--- src/include/pms_pkg.sv ---
// constants and state type for the pin strap and interrupt block
package pms_pkg;
  localparam logic [4:0] PMS_ADDR_IRQ_CTRL = 5'h1B;
  localparam logic [4:0] PMS_ADDR_CTRL_TWO = 5'h1F;
  localparam int PMS_IRQ_EN_LSB = 8;
  localparam int PMS_IRQ_ST_LSB = 0;
  localparam int PMS_IRQ_POL_BIT = 9;
  localparam int PMS_IRQ_W = 8;
  localparam logic [7:0] PMS_IRQ_EN_RST = 8'h00;
  localparam logic [7:0] PMS_IRQ_ST_RST = 8'h00;
  localparam logic PMS_IRQ_POL_RST = 1'b0;
  localparam logic PMS_IRQ_PIN_RST = 1'b1;
  localparam logic [15:0] PMS_RD_RST = 16'h0000;
  localparam logic [2:0] PMS_MODE_RST = 3'h0;

  typedef struct packed {
    logic strapDone;
    logic settingA;
    logic [2:0] modeStrap;
    logic [PMS_IRQ_W-1:0] irqEnable;
    logic [PMS_IRQ_W-1:0] irqStatus;
    logic irqPolHigh;
    logic [15:0] rdData;
    logic rxErr;
    logic col;
    logic crs;
    logic rxDv;
    logic outEn;
    logic irqPin;
    logic txEn;
    logic [3:0] txData;
  } pms_state_t;
endpackage

--- src/hdl/pms_pin_strap.sv ---
// MAC-facing pins: strap capture, pin direction, interrupt register and pin polarity
// What this block does
// - after reset, receive-error pin level is caught and held as setting_a setting
// - after reset, collision pin level is caught as mode strap bit zero
// - after reset, carrier-sense pin level is caught as mode strap bit one
// - register 1Bh enables interrupt conditions and shows pending ones
// - bit 9 of phy_control_two makes the interrupt pin active high
// - after reset, receive-data-valid pin level is caught as mode strap bit two
module pms_pin_strap
  import pms_pkg::*;
(
  input wire logic core_clk,
  input wire logic srst,
  input wire logic rmiiMode,
  input wire logic [4:0] regAddr,
  input wire logic regWrEn,
  input wire logic regRdEn,
  input wire logic [15:0] regWrData,
  output logic [15:0] regRdData,
  input wire logic [PMS_IRQ_W-1:0] irqEvents,
  output logic irq_output_pin,
  input wire logic rxErrSrc,
  input wire logic colSrc,
  input wire logic crsSrc,
  input wire logic rxDvSrc,
  input wire logic receive_error_in,
  output logic receive_error_out,
  output logic receive_error_oe,
  input wire logic colPinIn,
  output logic colPinOut,
  output logic colPinOe,
  input wire logic crsPinIn,
  output logic crsPinOut,
  output logic crsPinOe,
  input wire logic rxDvPinIn,
  output logic rxDvPinOut,
  output logic rxDvPinOe,
  input wire logic txEnPin,
  input wire logic [3:0] txDataPin,
  output logic txEnOut,
  output logic [3:0] txDataOut,
  output logic setting_a,
  output logic [2:0] modeStrap,
  output logic strapDone
);

  pms_state_t st_ff;
  pms_state_t nxt_st;

  // pin level for a given pending state and polarity
  function automatic logic irqLevel(input logic pend, input logic polHigh);
    return polHigh ? pend : ~pend;
  endfunction

  // one address decoder for every register strobe
  function automatic logic regHit(input logic strobe, input logic [4:0] addr,
      input logic [4:0] target);
    return strobe && (addr == target);
  endfunction

  logic irqPending;
  logic irqRead;
  logic irqWrHit;
  logic polWrHit;
  assign irqPending = |(st_ff.irqStatus & st_ff.irqEnable);
  assign irqRead = regHit(regRdEn, regAddr, PMS_ADDR_IRQ_CTRL);
  assign irqWrHit = regHit(regWrEn, regAddr, PMS_ADDR_IRQ_CTRL);
  assign polWrHit = regHit(regWrEn, regAddr, PMS_ADDR_CTRL_TWO);

  always_comb begin
    nxt_st = st_ff;
    // straps are caught one cycle after release; pins stay inputs until the cycle after that
    if (!st_ff.strapDone) begin
      nxt_st.strapDone = 1'b1;
      nxt_st.settingA = receive_error_in;
      nxt_st.modeStrap[0] = colPinIn;
      nxt_st.modeStrap[1] = crsPinIn;
      nxt_st.modeStrap[2] = rxDvPinIn;
    end
    // setting_a keeps the MAC-side outputs floating
    nxt_st.outEn = st_ff.strapDone && !st_ff.settingA;
    nxt_st.rxErr = rxErrSrc;
    nxt_st.col = colSrc;
    nxt_st.crs = crsSrc;
    nxt_st.rxDv = rxDvSrc;
    nxt_st.txEn = txEnPin;
    // upper data pins are don't-care in RMII
    nxt_st.txData = rmiiMode ? {2'h0, txDataPin[1:0]} : txDataPin;
    if (irqWrHit) begin
      nxt_st.irqEnable = regWrData[PMS_IRQ_EN_LSB +: PMS_IRQ_W];
    end
    if (polWrHit) begin
      nxt_st.irqPolHigh = regWrData[PMS_IRQ_POL_BIT];
    end
    // status clears on read, a same-cycle event still sets
    nxt_st.irqStatus = (irqRead ? '0 : st_ff.irqStatus) | irqEvents;
    if (regRdEn) begin
      case (regAddr)
        PMS_ADDR_IRQ_CTRL: nxt_st.rdData = {st_ff.irqEnable, st_ff.irqStatus};
        PMS_ADDR_CTRL_TWO: nxt_st.rdData = 16'(st_ff.irqPolHigh) << PMS_IRQ_POL_BIT;
        default: nxt_st.rdData = PMS_RD_RST;
      endcase
    end
    nxt_st.irqPin = irqLevel(irqPending, st_ff.irqPolHigh);
  end

  // sync reset only: a pulse in mid-run re-arms the strap capture
  always_ff @(posedge core_clk) begin
    if (srst) begin
      st_ff.strapDone <= 1'b0;
      st_ff.settingA <= 1'b0;
      st_ff.modeStrap <= PMS_MODE_RST;
      st_ff.irqEnable <= PMS_IRQ_EN_RST;
      st_ff.irqStatus <= PMS_IRQ_ST_RST;
      st_ff.irqPolHigh <= PMS_IRQ_POL_RST;
      st_ff.rdData <= PMS_RD_RST;
      st_ff.rxErr <= 1'b0;
      st_ff.col <= 1'b0;
      st_ff.crs <= 1'b0;
      st_ff.rxDv <= 1'b0;
      st_ff.outEn <= 1'b0;
      st_ff.irqPin <= PMS_IRQ_PIN_RST;
      st_ff.txEn <= 1'b0;
      st_ff.txData <= 4'h0;
    end else begin
      st_ff <= nxt_st;
    end
  end

  assign regRdData = st_ff.rdData;
  assign irq_output_pin = st_ff.irqPin;
  assign receive_error_out = st_ff.rxErr;
  // one enable for all four pins, so they float and drive together
  assign receive_error_oe = st_ff.outEn;
  assign colPinOut = st_ff.col;
  assign colPinOe = st_ff.outEn;
  assign crsPinOut = st_ff.crs;
  assign crsPinOe = st_ff.outEn;
  assign rxDvPinOut = st_ff.rxDv;
  assign rxDvPinOe = st_ff.outEn;
  assign txEnOut = st_ff.txEn;
  assign txDataOut = st_ff.txData;
  assign setting_a = st_ff.settingA;
  assign modeStrap = st_ff.modeStrap;
  assign strapDone = st_ff.strapDone;
endmodule // pms_pin_strap

--- config.mk ---
export PLATFORM = sky130hd
export DESIGN_NAME = pms_pin_strap
export DESIGN_NICKNAME = d
export VERILOG_FILES = /design/src/include/pms_pkg.sv /design/src/hdl/pms_pin_strap.sv
export SDC_FILE = /design/constraint.sdc
export NUM_CORES = 1
export LEC_CHECK = 0
export BUFFER_PORTS_ARGS = -buffer_cell sky130_fd_sc_hd__buf_2
export CELL_PAD_IN_SITES_DETAIL_PLACEMENT = 2
export CELL_PAD_IN_SITES_GLOBAL_PLACEMENT = 2
export CORE_UTILIZATION = 27
export CTS_CLUSTER_SIZE = 14
export DETAILED_ROUTE_END_ITERATION = 6
export GPL_ROUTABILITY_DRIVEN = 0
export PLACE_DENSITY_LB_ADDON = 0.1
export SYNTH_ARGS = -nofsm -noshare
export SYNTH_HDL_FRONTEND = slang
export SYNTH_SLANG_ARGS = --single-unit
--- constraint.sdc ---
create_clock -name core_clk -period 1.35 [get_ports core_clk]
set_clock_uncertainty 0.2 [all_clocks]
set_input_delay 0.135 -clock core_clk [delete_from_list [all_inputs] [get_ports core_clk]]
set_output_delay 0.135 -clock core_clk [all_outputs]
set_load 0.01 [all_outputs]
; ---- Word level (Yosys, flattened, before mapping)
; Index checks and enable logic that the tools add are counted.
[classes]
n_eq_ne = 2
bitwise = 3
muxes = 3
reduce_logical = 7
[ops]
columns = cell, count
row1 = one-hot mux 16 bit (2 select lines), 1
row2 = == test 5 bit (second input constant), 2
row3 = AND 8 bit, 1
row4 = 2-to-1 mux 8 bit, 1
row5 = bitwise OR 8 bit, 1
row6 = OR reduction 8 bit, 1
row7 = logical AND 1 bit, 4
row8 = OR reduction 2 bit, 1
row9 = zero test 1 bit, 1
row10 = 2-to-1 mux 1 bit, 1
row11 = NOT 1 bit, 1
[totals]
inputBits = 47
elab_cells = 31
out_inout_bits = 35
register_bits = 49

; ---- Depth between registers and ports, before layout
[logic_depth]
depth_word = 4
depth_mapped = 5
ltp_nobuf = 3

; ---- Worst setup path after synthesis
; Ideal clock, no wire load.
[synth_path]
path_kind = in2reg
startpoint = in regAddr[3]
endpoint = reg st_ff[36] (netlist name)
path_slack_ps = 167
t_required_ps = 1078
n_path_buf = 2
stages = 5
setup_time_ps = 72
arrival_time_ps = 911
cell_sequence = and4_4 -> buf_6 -> and3b_1 -> buf_6 -> mux2i_1
[synth_between]
elab_chain_len = 2
[synth_rtl]
columns = element, line
row1 = from (decl), pms_pin_strap.sv:15  ; input wire logic [4:0] regAddr,
row2 = == test 5 bit, pms_pin_strap.sv:58  ; return strobe && (addr == target);
row3 = logical AND 1 bit, pms_pin_strap.sv:58
row4 = to (signal assigned), pms_pin_strap.sv:126  ; st_ff <= nxt_st;
row5 = to (decl), pms_pin_strap.sv:47  ; pms_state_t st_ff;
; Every way passes these cells.
; A chain may end at the register's enable or synchronous reset.

; ---- Worst setup path after layout
[layout_path]
startpoint = in regWrEn
endpoint = reg st_ff[42] (netlist name)
[layout_between]
elab_chain_len = 1
[layout_rtl]
columns = element, line
row1 = from (decl), pms_pin_strap.sv:16  ; input wire logic regWrEn,
row2 = logical AND 1 bit, pms_pin_strap.sv:58
; Every way passes these cells.

==> metrics.csv <==
metric;value;unit
status;finished clean;
total internal power;2.288;mW
first-pass GRT wire length;8907;um
met1 wire length;2579;um
Switching Share;22.16;%
CP Capture Type;flop;
I/O pin count;82;
die area;7597;um^2
Register-to-Register Path Depth;3;
CP Max Fanout;8;
hold crit path type;in2reg;
Reg2Reg Setup Slack;180;ps
fmax;0.7608;GHz
sequential area share after synthesis;50.10;%
Crit Path Category;in2reg;
initial core utilization;28.35;%
MaxCap Viol Count;0;
critical path required time;1370;ps
Sw Pwr;651.5;uW
H-tree depth;2;
routed wl met2;2752;um
Flop pwr share;51.7;%
P_leak;1.208;nW
Root Driver;clkbuf_8;
EDFF count, synth;0;
setup ws final;35.60;ps
initial antenna violation count;0;
Cells after Synth;200;
HPWL Detailed;3624;um
nets;330;
Skew-Pair Late Insertion Delay;290;ps
max_slew headroom;85.43;%
share of cells above drive strength 1;33.10;%
Clock Sinks;49;
worst slack at placement;68.87;ps
TritonCTS buffer count;5;
DR vias;1685;
Yosys top cell by area;dfxtp_1;
RR Startpoint;st_ff[41];
antenna viol nets, final;0;
FF+latch count, synth;49;
combinational share of power;11.5;%
vias in the first global route;1780;
final hold vios;0;
Top FF cell, synth;dfxtp_1;
FP Rows;30;
Max Root-Sink Buffers;2;
most frequent cells in the layout;buf_2 (73), dfxtp_1 (48), dlygate4sd3_1 (34);
count of final setup violators;0;
CTS tree;built;
WL/cell;14.67;um
Tot Pwr;2.940;mW
FF-to-FF End;irq_output_pin;
most common cell after layout, fill and taps aside;buf_2;
cells along the critical path;dlygate4sd3_1, buf_2, and3b_1, buf_12, mux2i_1;
Hold Startpoint;regAddr[2];
async set-reset flop share out of synthesis;0;%
ant diodes;0;
hold depth;3;
syn_nets;247;
via density per instance;4.434;
top routing layer in use;met4;
I/O Buffers;73;
worst hold slack;25.44;ps
1st-pass router iterations;4;
Post-Syn Area per Cell;9.791;um^2
Power Density;1062;nW/um^2
setup TNS;0;ps
clock slew at reported path FFs;90;ps
largest net degree at the start of global routing;27;
Synth top area share;50.10;%
Placeable Area;6907;um^2
DR DRC count;0;
Final Slew Violations;0;
Worst path top cell family by delay;buffers and inverters;
WP buf/inv;3;
CP Launch Type;primary input;
Worst EP arrival;1340;ps
Die W;87.16;um
Max VDD drop;0.4014;mV
hold endpoint;st_ff[27];
period utilization;97.36;%
Die Y;87.16;um
most area-consuming cells after synthesis;dfxtp_1 (50%), buf_4 (10%), mux2i_1 (6.6%);
Routed Wire Length;5575;um
P&R area growth vs syn;41.41;%
Netlist cell types;24;
gr usage total;15.63;%
Post-CTS Setup Bufs;0;
RSZ-0062 raised after global routing;no;
crit-path max cell delay;530;ps
worst slew pin tran;218.1;ps
Ys Warns;0;
CP max-delay cell;dlygate4sd3_1;
1st-iter DRT viols;78;
clock power share;36.9;%
grt total ovfl;0;
Synth Cell Area;1958;um^2
DR WL met3;209;um
minimum clock period;1314;ps
Layout Utilization;40.09;%
through the flow:
step / std cells / area (um^2)
floorplan: 200 / 1958
global placement: 338 / 2305
detailed placement: 338 / 2305
CTS: 380 / 2761
global route: 380 / 2769
finish: 380 / 2769
how the worst max path moves through the flow:
stage               slack (ps)        end  depth (start not counted)       start
floorplan                  170  st_ff[36]                          5  regAddr[3]
detailed placement          70  st_ff[39]                          5  regAddr[3]
global route                 2  st_ff[42]                          5     regWrEn
finish                      40  st_ff[42]                          5     regWrEn
CTS                         10  strapDone                          1   strapDone
global placement            80  st_ff[36]                          5  regAddr[3]
synth_stat cells (2+ instances only):
library cell  instances
dfxtp_1              49
buf_4                26
nand2_1              19
nor2_1               19
a32oi_1              13
mux2i_1              13
nor2b_1               8
o21a_1                8
a21boi_0              7
clkbuf_1              7
buf_2                 5
a21oi_1               4
a22oi_1               4
nand3_1               3
nor3b_1               3
buf_6                 2
inv_1                 2
nand4_1               2
layout make-up:
| cell class | instances | area [um^2] |
|---|---|---|
| well taps | 96 | 120.1 |
| repair buffers | 116 | 839.6 |
| clock buffers | 7 | 86.33 |
| multi-input cells | 108 | 696.9 |
| flip-flops and latches | 49 | 982.2 |
| inverters | 3 | 13.76 |
| fillers | 786 | 4138 |
| clock inverters | 1 | 30.03 |
power by group through the flow:
stage               clock network (mW)  logic (mW)  registers, mW
floorplan                            0       0.139           1.55
global placement                     0       0.258           1.55
detailed placement                   0       0.262           1.55
CTS                               1.13       0.339           1.52
global route                      1.19       0.370           1.52
finish                            1.08       0.337           1.52
cells by family after synthesis:
family / after synthesis / share of synthesized area, %
AOI/OAI and AO/OA: 38 / 14.95
buffers and inverters: 43 / 14.31
DFF: 49 / 50.10
muxes: 14 / 7.220
and+or+nand+nor: 56 / 13.42
sequential cells by signal, indices dropped and copies added, names as in the netlist:
register	count
crsPinOut	1
txDataOut	4
receive_error_out	1
colPinOut	1
st_ff	17
strapDone	1
modeStrap	3
colPinOe	1
irq_output_pin	1
txEnOut	1
setting_a	1
regRdData	16
rxDvPinOut	1
layer usage:
metal,global-route usage [%],vias up
met5,0,-
met4,3.577,0
met3,3.602,2
met2,26.99,39
met1,19.80,822
li1,-,822
worst register-to-register path, stage by stage, from the launching register on:
cell	delay (ps)
dfxtp_1	350
a22oi_1	210
nand4_1	150
mux2i_1	150
timing repair:
action                                  4_1_cts  5_1_grt
endpoints found under the setup margin        0        7
endpoints found under the hold margin        32        0
gates resized for setup                       0        3
hold buffers                                 34        0
(Power assumes the default switching activity.)
